`src/inc/rss_pkg.sv`:
```
// constants, types and register map of the sgi status and error register bank
// Operation
// - status bit 31 reads the synchronised core-active input level
// - bit 31 may be meaningless while core sleep or subunits idle is set
// - status bit 30 reads the wakeup request level toward power control
// - status bit 4 reads 0 for secure, 1 for non-secure access
// - bit 2: secure g1 enable on secure reads in two-state mode, else zero
// - bit 1 two-state: g1ns enable on secure reads, non-secure only with routing
// - bit 1 single-state: the group 1 enable copy
// - bit 0: g0 enable, or g1ns for two-state non-secure reads without routing, zero with routing
// - enable copies follow upstream packets and may go stale across power-down
// - status register readable by secure and non-secure accesses alike
// - error clear and default registers are secure only
// - corruption of an sgi's stored data sets its error flag
// - error flags read back in bits 15:0 and block delivery
// - writing one clears an error flag, writing zero leaves it
// - defaults replace an sgi's settings after a double-bit error
// - four default bits per sgi: permit, group, modifier, reserved
// - without sgi ecc the default register reads zero, ignores writes
// - each 32-bit half of the default register is written alone
package rss_pkg;
  localparam int unsigned NUM_SGI = 16;
  localparam int unsigned ADDR_W = 16;
  localparam logic [15:0] OFF_MISC = 16'hC000;
  localparam logic [15:0] OFF_ERRCLR = 16'hC008;
  localparam logic [15:0] OFF_DFLT_LO = 16'hC010;
  localparam logic [15:0] OFF_DFLT_HI = 16'hC014;
  localparam logic [15:0] OFF_CFG = 16'hC020;
  localparam logic [15:0] OFF_IRQ_STAT = 16'hC030;
  localparam logic [15:0] OFF_IRQ_CLR = 16'hC034;
  localparam logic [15:0] OFF_IRQ_EN = 16'hC038;
  localparam int unsigned MISC_CPU_ACT = 31;
  localparam int unsigned MISC_WAKE = 30;
  localparam int unsigned MISC_KIND = 4;
  localparam int unsigned MISC_G1S = 2;
  localparam int unsigned MISC_G1NS = 1;
  localparam int unsigned MISC_G0 = 0;
  localparam int unsigned CFG_SINGLE = 0;
  localparam int unsigned CFG_ARE_NS = 1;
  localparam int unsigned IRQ_ERR = 0;
  localparam int unsigned IRQ_DED = 1;
  localparam int unsigned IRQ_W = 2;
  localparam int unsigned NIB_W = 4;
  localparam logic [31:0] DFLT_MASK = 32'h7777_7777;
  localparam logic [31:0] WORD_ZERO = 32'h0000_0000;
  localparam logic HRESP_OKAY = 1'b0;

  typedef enum logic [1:0] {
    PH_IDLE = 2'b00,
    PH_WRITE = 2'b01,
    PH_READ = 2'b10
  } rss_phase_t;

  typedef struct packed {
    logic [ADDR_W-1:0] addr;
    logic nonsec;
  } rss_aphase_t;

  typedef struct packed {
    logic g0;
    logic g1ns;
    logic g1s;
  } rss_grp_en_t;

  typedef struct packed {
    logic valid;
    rss_grp_en_t en;
  } rss_en_pkt_t;

  typedef struct packed {
    logic default_group_modifier;
    logic default_group_select;
    logic default_nonsecure_permit;
  } rss_sgi_cfg_t;
endpackage

```
`src/hdl/rss_regs.sv`:
```
// sgi status, error clear and default register bank on ahb-lite
module rss_regs #(
  parameter bit SGI_ECC_EN = 1'b1
) (
  input logic clk_sys,
  input logic rstn,
  input logic hsel,
  input logic [31:0] haddr,
  input logic [1:0] htrans,
  input logic hwrite,
  input logic [2:0] hsize,
  input logic hnonsec,
  input logic [31:0] hwdata,
  input logic hready,
  output logic hreadyout,
  output logic hresp,
  output logic [31:0] hrdata,
  input logic cpuActive,
  input logic wakeRequest,
  input logic core_sleep_flag,
  input logic subunits_idle_flag,
  input rss_pkg::rss_en_pkt_t enPkt,
  input logic [15:0] sgiErrDetect,
  input logic [15:0] sgiDedErr,
  input rss_pkg::rss_sgi_cfg_t [15:0] sgiCfgStored,
  output rss_pkg::rss_sgi_cfg_t [15:0] sgiCfgEff,
  output logic [15:0] sgiInError,
  output logic irq
);
  import rss_pkg::*;

  logic cpuActMeta;
  logic cpuActSync;
  rss_phase_t phase;
  rss_aphase_t cap;
  logic take;
  logic wrEn;
  logic wrSec;
  logic rdSec;
  rss_grp_en_t grpEn;
  logic singleState;
  logic areNs;
  logic [15:0] errFlags;
  logic [15:0] dedMark;
  logic [15:0] errClr;
  logic [15:0] dedEvt;
  logic [63:0] sgiDflt;
  logic [IRQ_W-1:0] irqStat;
  logic [IRQ_W-1:0] irqEn;
  logic [IRQ_W-1:0] irqClr;
  logic [IRQ_W-1:0] irqEvt;
  logic [31:0] rdMux;
  logic miscG1s;
  logic miscG1ns;
  logic miscG0;
  rss_sgi_cfg_t [15:0] next_cfgEff;

  // pin from the core's domain, two flops before use
  always_ff @(posedge clk_sys) begin
    if (!rstn) begin
      cpuActMeta <= 1'b0;
      cpuActSync <= 1'b0;
    end else begin
      cpuActMeta <= cpuActive;
      cpuActSync <= cpuActMeta;
    end
  end

  // bus front end
  assign take = hsel & htrans[1] & hready;

  always_ff @(posedge clk_sys) begin
    if (!rstn) begin
      phase <= PH_IDLE;
      cap <= '0;
    end else if (take) begin
      phase <= hwrite ? PH_WRITE : PH_READ;
      cap.addr <= haddr[ADDR_W-1:0];
      cap.nonsec <= hnonsec;
    end else begin
      phase <= PH_IDLE;
    end
  end

  // one wait state on reads so writes just committed are seen
  always_ff @(posedge clk_sys) begin
    if (!rstn) begin
      hreadyout <= 1'b1;
    end else if (take && !hwrite) begin
      hreadyout <= 1'b0;
    end else begin
      hreadyout <= 1'b1;
    end
  end

  always_ff @(posedge clk_sys) begin
    if (!rstn) begin
      hresp <= HRESP_OKAY;
    end else begin
      hresp <= HRESP_OKAY;
    end
  end

  always_ff @(posedge clk_sys) begin
    if (!rstn) begin
      hrdata <= WORD_ZERO;
    end else if (phase == PH_READ) begin
      hrdata <= rdMux;
    end
  end

  assign wrEn = (phase == PH_WRITE);
  assign wrSec = wrEn & ~cap.nonsec;
  assign rdSec = ~cap.nonsec;

  // mirrored interface enables
  always_ff @(posedge clk_sys) begin
    if (!rstn) begin
      grpEn <= '0;
    end else if (enPkt.valid) begin
      grpEn <= enPkt.en;
    end
  end

  // security configuration, secure writes only
  always_ff @(posedge clk_sys) begin
    if (!rstn) begin
      singleState <= 1'b0;
      areNs <= 1'b0;
    end else if (wrSec && cap.addr == OFF_CFG) begin
      singleState <= hwdata[CFG_SINGLE];
      areNs <= hwdata[CFG_ARE_NS];
    end
  end

  // status enable bits by access security
  always_comb begin
    miscG1s = ~singleState & rdSec & grpEn.g1s;
    if (singleState) begin
      miscG1ns = grpEn.g1ns;
    end else if (rdSec) begin
      miscG1ns = grpEn.g1ns;
    end else begin
      miscG1ns = areNs & grpEn.g1ns;
    end
    if (singleState || rdSec) begin
      miscG0 = grpEn.g0;
    end else begin
      miscG0 = ~areNs & grpEn.g1ns;
    end
  end

  // sgi error flags, set wins over clear
  assign errClr = (wrSec && cap.addr == OFF_ERRCLR) ? hwdata[15:0] : 16'h0000;
  assign dedEvt = SGI_ECC_EN ? sgiDedErr : 16'h0000;

  always_ff @(posedge clk_sys) begin
    if (!rstn) begin
      errFlags <= 16'h0000;
    end else begin
      errFlags <= (errFlags & ~errClr) | sgiErrDetect | dedEvt;
    end
  end

  always_ff @(posedge clk_sys) begin
    if (!rstn) begin
      dedMark <= 16'h0000;
    end else begin
      dedMark <= (dedMark & ~errClr) | dedEvt;
    end
  end

  // flags double as the delivery block toward the core
  assign sgiInError = errFlags;

  // default settings, halves written separately
  always_ff @(posedge clk_sys) begin
    if (!rstn) begin
      sgiDflt <= 64'h0000_0000_0000_0000;
    end else if (SGI_ECC_EN && wrSec) begin
      if (cap.addr == OFF_DFLT_LO) begin
        sgiDflt[31:0] <= hwdata & DFLT_MASK;
      end else if (cap.addr == OFF_DFLT_HI) begin
        sgiDflt[63:32] <= hwdata & DFLT_MASK;
      end
    end
  end

  // substitution lasts until software clears the error
  always_comb begin
    for (int n = 0; n < NUM_SGI; n++) begin
      if (dedMark[n]) begin
        next_cfgEff[n] = rss_sgi_cfg_t'(sgiDflt[NIB_W*n +: 3]);
      end else begin
        next_cfgEff[n] = sgiCfgStored[n];
      end
    end
  end

  always_ff @(posedge clk_sys) begin
    if (!rstn) begin
      sgiCfgEff <= '0;
    end else begin
      sgiCfgEff <= next_cfgEff;
    end
  end

  // interrupt status, clear and enable
  assign irqEvt[IRQ_ERR] = |(sgiErrDetect | dedEvt);
  assign irqEvt[IRQ_DED] = |dedEvt;
  assign irqClr = (wrEn && cap.addr == OFF_IRQ_CLR) ? hwdata[IRQ_W-1:0] : '0;

  always_ff @(posedge clk_sys) begin
    if (!rstn) begin
      irqStat <= '0;
    end else begin
      irqStat <= (irqStat & ~irqClr) | irqEvt;
    end
  end

  always_ff @(posedge clk_sys) begin
    if (!rstn) begin
      irqEn <= '0;
    end else if (wrEn && cap.addr == OFF_IRQ_EN) begin
      irqEn <= hwdata[IRQ_W-1:0];
    end
  end

  always_ff @(posedge clk_sys) begin
    if (!rstn) begin
      irq <= 1'b0;
    end else begin
      irq <= |(irqStat & irqEn);
    end
  end

  // read mux; unmapped and refused words read zero
  always_comb begin
    rdMux = WORD_ZERO;
    case (cap.addr)
      OFF_MISC: begin
        // no gating on sleep: bit 31 is simply not trusted then
        rdMux[MISC_CPU_ACT] = cpuActSync;
        rdMux[MISC_WAKE] = wakeRequest;
        rdMux[MISC_KIND] = cap.nonsec;
        rdMux[MISC_G1S] = miscG1s;
        rdMux[MISC_G1NS] = miscG1ns;
        rdMux[MISC_G0] = miscG0;
      end
      OFF_ERRCLR: begin
        if (rdSec) begin
          rdMux[15:0] = errFlags;
        end
      end
      OFF_DFLT_LO: begin
        if (rdSec && SGI_ECC_EN) begin
          rdMux = sgiDflt[31:0];
        end
      end
      OFF_DFLT_HI: begin
        if (rdSec && SGI_ECC_EN) begin
          rdMux = sgiDflt[63:32];
        end
      end
      OFF_CFG: begin
        if (rdSec) begin
          rdMux[CFG_SINGLE] = singleState;
          rdMux[CFG_ARE_NS] = areNs;
        end
      end
      OFF_IRQ_STAT: begin
        rdMux[IRQ_W-1:0] = irqStat;
      end
      OFF_IRQ_EN: begin
        rdMux[IRQ_W-1:0] = irqEn;
      end
      default: begin
        rdMux = WORD_ZERO;
      end
    endcase
  end

  logic unusedIn;
  assign unusedIn = ^{haddr[31:ADDR_W], hsize, core_sleep_flag, subunits_idle_flag};

  logic rdMisc;
  assign rdMisc = (phase == PH_READ) && (cap.addr == OFF_MISC);
endmodule

```
`config.mk`:
```
export PLATFORM = sky130hd
export DESIGN_NAME = rss_regs
export DESIGN_NICKNAME = d
export VERILOG_FILES = /design/src/inc/rss_pkg.sv /design/src/hdl/rss_regs.sv
export SDC_FILE = /design/constraint.sdc
export NUM_CORES = 1
export LEC_CHECK = 0
export BUFFER_PORTS_ARGS = -buffer_cell sky130_fd_sc_hd__buf_2
export CORE_MARGIN = 10
export CORE_UTILIZATION = 40
export CTS_BUF_LIST = sky130_fd_sc_hd__clkbuf_8
export DETAILED_ROUTE_END_ITERATION = 12
export GPL_TIMING_DRIVEN = 0
export PLACE_DENSITY = 0.68
export SETUP_SLACK_MARGIN = 0.1
export SYNTH_ARGS = -nofsm -noshare
export SYNTH_HDL_FRONTEND = slang
export SYNTH_SLANG_ARGS = --single-unit
```
`constraint.sdc`:
```
create_clock -name clk_sys -period 2 [get_ports clk_sys]
set_input_delay 0.2 -clock clk_sys [delete_from_list [all_inputs] [get_ports clk_sys]]
set_output_delay 0.2 -clock clk_sys [all_outputs]
set_load 0.01 [all_outputs]
```
### Yosys cells after proc, flatten, opt, wreduce, memory -nomap -nowiden

Index checks and enable logic that the tools add are counted.

| storage, ports and cells | value |
|---|---|
| word-level logic and storage cells | 146 |
| bits of input ports | 163 |
| output and inout bits | 99 |
| register bits | 192 |

| cells by class | value |
|---|---|
| reductions and logical operators | 13 |
| multiplexer cells | 34 |
| bitwise gates (word level) | 22 |
| equal/unequal tests | 10 |

Operator list:

| kind | count |
|---|---|
| $eq A16 B16 Y1 const B | 8 |
| $or A16 B16 Y16 | 4 |
| $mux W31 | 2 |
| $mux W3 | 16 |
| $pmux W11 S3 | 1 |
| $and A16 B16 Y16 | 2 |
| $mux W16 | 2 |
| $reduce_or A16 Y1 | 2 |
| $pmux W14 S2 | 1 |
| $not A16 Y16 | 1 |
| $pmux W2 S7 | 1 |
| $pmux W1 S4 | 2 |
| $and A1 B1 Y1 | 7 |
| $mux W2 | 3 |
| $pmux W2 S3 | 1 |
| $logic_and A1 B1 Y1 | 5 |
| $and A2 B2 Y2 | 2 |
| $mux W1 | 4 |
| $not A1 Y1 | 4 |
| $reduce_and A2 Y1 | 2 |
| $pmux W1 S3 | 1 |
| $reduce_and A3 Y1 | 1 |
| $eq A2 B1 Y1 const B | 1 |
| $eq A2 B2 Y1 const B | 1 |
| 5 further kinds | 5 |

### Depth between registers and ports, before layout

| depth | value |
|---|---|
| depth after elaboration | 8 |
| gate-level depth with buffers | 8 |
| gate-level depth less buffers | 5 |

### Worst setup path before layout

OpenSTA, ideal clock, no wires.

| path | value |
|---|---|
| kind | register to register |
| start | register cap[12] in the netlist's numbering |
| end | register errFlags[11], in the netlist sgiInError[11] |
| clock period less this slack | 2.074 ns |
| path buffers | 2 |
| library setup time | 0.120 ns |
| required time | 1.880 ns |
| path slack | -0.074 ns |
| data arrival time | 1.954 ns |
| cell stages (with the launch flop) | 8 |
| cells stage by stage | dfxtp_1 or4b_1 buf_2 nor4_4 and2_4 buf_4 a21boi_1 o31a_1 |

| between the ends | value |
|---|---|
| cells in the longest elaborated chain, start to end | 7 |

Ends and longest elaborated chain:

| element | line | text |
|---|---|---|
| start: declaration | rss_regs.sv:35 | `rss_aphase_t cap;` |
| $eq A16 B16 Y1 | rss_regs.sv:154 | `assign errClr = (wrSec && cap.addr == OFF_ERRCLR) ? hwdata[15:0] : 16'h0000;` |
| $logic_and A1 B1 Y1 | rss_regs.sv:154 |  |
| $mux W16 | rss_regs.sv:154 |  |
| $not A16 Y16 | rss_regs.sv:161 | `errFlags <= (errFlags & ~errClr) \| sgiErrDetect \| dedEvt;` |
| $and A16 B16 Y16 | rss_regs.sv:161 |  |
| $or A16 B16 Y16 (2 in series) | rss_regs.sv:161 |  |
| end signal: assignment | rss_regs.sv:161 |  |
| end: declaration | rss_regs.sv:43 | `logic [15:0] errFlags;` |

Every way passes these cells.
A chain may end at the register's enable or synchronous reset.

### Worst setup path after layout

| path | value |
|---|---|
| start | register cap[11] in the netlist's numbering |
| end | register errFlags[4], in the netlist sgiInError[4] |

Same word-level chain as after synthesis.

==> impl_metrics.py <==
metrics = {
    "route": {
        "via_per_inst": 5.30,
        "avgRoutedWirePerCell_um": 20.9,
        "postRouteAntennaNets": 0,
        "vias": 7894,
        "drtIter0Drc": 533,
        "drc": 0,
        "drt-total-wl_mm": 31.2,
        "drtPass1Iterations": 9,
    },
    "layout": {
        "fin_util": 0.634,
        "num-nets-final": 1379,
        "final_cell_mix": "230 x buf_2, 179 x dfxtp_1, 117 x nand2_1",
        "drive_above_1_share": 0.371,
        "final_common_cell": "buf_2",
        "final_area_um2": 12000,
        "syn2layout_area_growth_pct": 54.6,
        "nFillCells": 1513,
    },
    "sta": {
        "slew_violations": 0,
        "fin_worst_skew_ns": 0.0149,
        "fin_crit_ns": 2.19,
        "final.setup.worst_slack_ns": -0.194,
        "max_freq_mhz": 456,
        "fin_crit_sh": 1.10,
        "slew_headroom": 0.587,
        "setup_viol": 107,
        "rsz0062_at_grt": "yes",
        "worst_pin_slew_ns": 0.620,
        "timing.final.hold_violations": 0,
    },
    "hold_path": {
        "hp-start": "sgiCfgStored[47]",
        "hp-class": "in2reg",
        "holdPathEnd": "sgiCfgEff[47]$_SDFF_PN0_",
        "worstHoldPathCells": 3,
    },
    "place": {
        "dp_hpwl_mm": 22.0,
        "placed_area_um2": 9270,
        "portBuffers": 230,
        "place_congestion": 0.891,
    },
    "synthesis": {
        "ys.flop_type": "dfxtp_1",
        "synth_area_um2": 7740,
        "ys_seq_area_frac": 0.489,
        "ys_warn_count": 0,
        "syn_avg_cell_area_um2": 9.45,
        "synth-seq-cells": 189,
        "synth_edf_count": 0,
        "synth_cell_types": 49,
        "async_reset_ff_frac": 0,
        "synth_cells": 819,
    },
    "cts": {
        "clock_path_buffers": 2,
        "cts_tree": "yes",
        "clkLatencyLatePin_ns": 0.47,
        "cts.sinks": 189,
        "root_buffer": "clkbuf_8",
        "cts_made_buffers": 17,
        "cts_max_level": 4,
        "clkSlewWorstSetupHoldPaths_ns": 0.10,
    },
    "power_and_ir_drop": {
        "ir_drop_v": 0.000463,
        "p_leak_nw": 4.84,
        "power.density_nw_per_um2": 641,
        "power_mw": 7.67,
    },
    "run_status": {
        "violations": "negative setup slack",
        "status": "complete, but fails checks",
    },
    "floorplanning": {
        "io_pins": 262,
        "core_um2": 18900,
        "die_x_um": 159,
        "die_h_um": 159,
        "fp.dieArea_um2": 25300,
        "num_rows": 50,
        "initial_core_util": 0.410,
    },
    "setup_path": {
        "setup.worst_path.end_class": "register",
        "arrival_ns": 2.56,
        "critical_path_class": "reg2reg",
        "critPathLaunchType": "register",
        "r2r_cells": 7,
        "critPathRequiredTime_ns": 2.36,
        "r2r-end": "sgiInError[4]$_SDFF_PN0_",
        "crit_fanout": 10,
        "rr_startpoint": "cap[11]$_SDFFE_PN0P_",
        "rrSetupSlack_ns": -0.19,
    },
    "global_route": {
        "grt_pass1_vias": 7841,
        "antenna_found_initial": 1,
        "grt-ovfl-total": 0,
        "grt_first_pass_wirelength_mm": 45.9,
        "grt_start_max_net_pins": 18,
        "gr-usage-all-layers": 0.229,
    },
    "run": {
        "drv_cap": 0,
    },
}
-- worst max-delay path by stage --
stage	startpoint	to	cells after the start
2_1_floorplan	cap[11]$_SDFFE_PN0P_	sgiInError[10]$_SDFF_PN0_	7
3_3_place_gp	cap[12]$_SDFFE_PN0P_	sgiDflt[29]$_SDFFE_PN0P_	6
3_5_place_dp	cap[12]$_SDFFE_PN0P_	sgiDflt[1]$_SDFFE_PN0P_	6
4_1_cts	cap[9]$_SDFFE_PN0P_	sgiDflt[16]$_SDFFE_PN0P_	7
5_1_grt	cap[11]$_SDFFE_PN0P_	hrdata[0]$_SDFFE_PN0N_	8
6_report	cap[11]$_SDFFE_PN0P_	sgiInError[4]$_SDFF_PN0_	7
-- worst max-delay path, cell delays in order, from the launching register on --
cell	delay [ns]
dfxtp_2	0.35
or4b_4	0.54
buf_8	0.16
nor4_4	0.33
and2_4	0.24
buf_8	0.16
a21boi_1	0.07
o31a_1	0.24
-- cells in the mapped netlist, types with 6 or more instances --
cell,number,area (um2)
clkbuf_1,33,124
a21boi_0,78,586
mux2i_1,55,551
nand2_1,167,627
a21boi_1,26,195
and2_1,15,93.8
nor2_1,6,22.5
a22oi_1,16,120
nor2b_1,57,357
nand3_1,10,50.1
buf_2,12,60.1
nor4_1,18,113
o21a_1,17,128
a222oi_1,8,80.1
o21ai_0,21,105
o31a_1,19,166
dfxtp_1,189,3780
buf_4,9,67.6
-- registers in the layout, summed over array words and instances, names as in the netlist --
signal,flops
areNs,1
cap,17
cpuActMeta,1
cpuActSync,1
dedMark,16
grpEn,3
hrdata,29
hreadyout,1
irq,1
irqEn,2
irqStat,2
phase,2
sgiCfgEff,48
sgiDflt,48
sgiInError,16
singleState,1
-- timing repair --
item	CTS	global route
setup endpoints to repair	115	115
gates cloned	6	2
hold buffers	104	0
pin swaps	55	52
buffers inserted	28	7
resized for setup	158	108
endpoints found under the hold margin	121	0
-- report_power, final --
group / switching [mW] / internal [mW]
combinational: 0.425 / 0.505
clock: 1.46 / 1.30
sequential: 0.106 / 3.88
total: 1.99 / 5.68
-- metrics by stage --
step	setup TNS, ns	hold slack [ns]	worst slack [ns]	std cells
2_1_floorplan	-0.926	0.319	-0.0361	822
3_3_place_gp	-40.33	0.411	-0.741	1312
5_1_grt	-16.91	0.00118	-0.253	1490
3_5_place_dp	-44.10	0.414	-0.734	1312
6_report	-11.39	0.00861	-0.194	1490
4_1_cts	-9.70	0.00114	-0.154	1482
-- routing by layer --
layer / global-route usage / share of wire
met2: 0.397 / 0.50
met3: 0.0460 / 0.076
met5: 0 / 0
met4: 0.0792 / 0.028
met1: 0.276 / 0.40
-- cell type report --
type | count | area [um2] | area share
Tap cell | 260 | 325 | 0.0272
Timing Repair Buffer | 375 | 2700 | 0.226
Multi-Input combinational cell | 575 | 4240 | 0.355
Inverter | 3 | 11.3 | 0.000941
Buffer | 55 | 459 | 0.0384
Antenna cell | 1 | 2.50 | 0.000209
Clock inverter | 14 | 179 | 0.0149
Sequential cell | 189 | 3800 | 0.317
Clock buffer | 18 | 248 | 0.0207
-- kinds of logic after synthesis --
logic type             Yosys count  synth area share
DFF                            189             0.489
muxes                           57            0.0740
AOI/OAI and AO/OA              202             0.195
other                            1          0.000484
and+or+nand+nor                312             0.206
buffers and inverters           58            0.0354
Note: power is estimated with default switching activity, not from simulation.
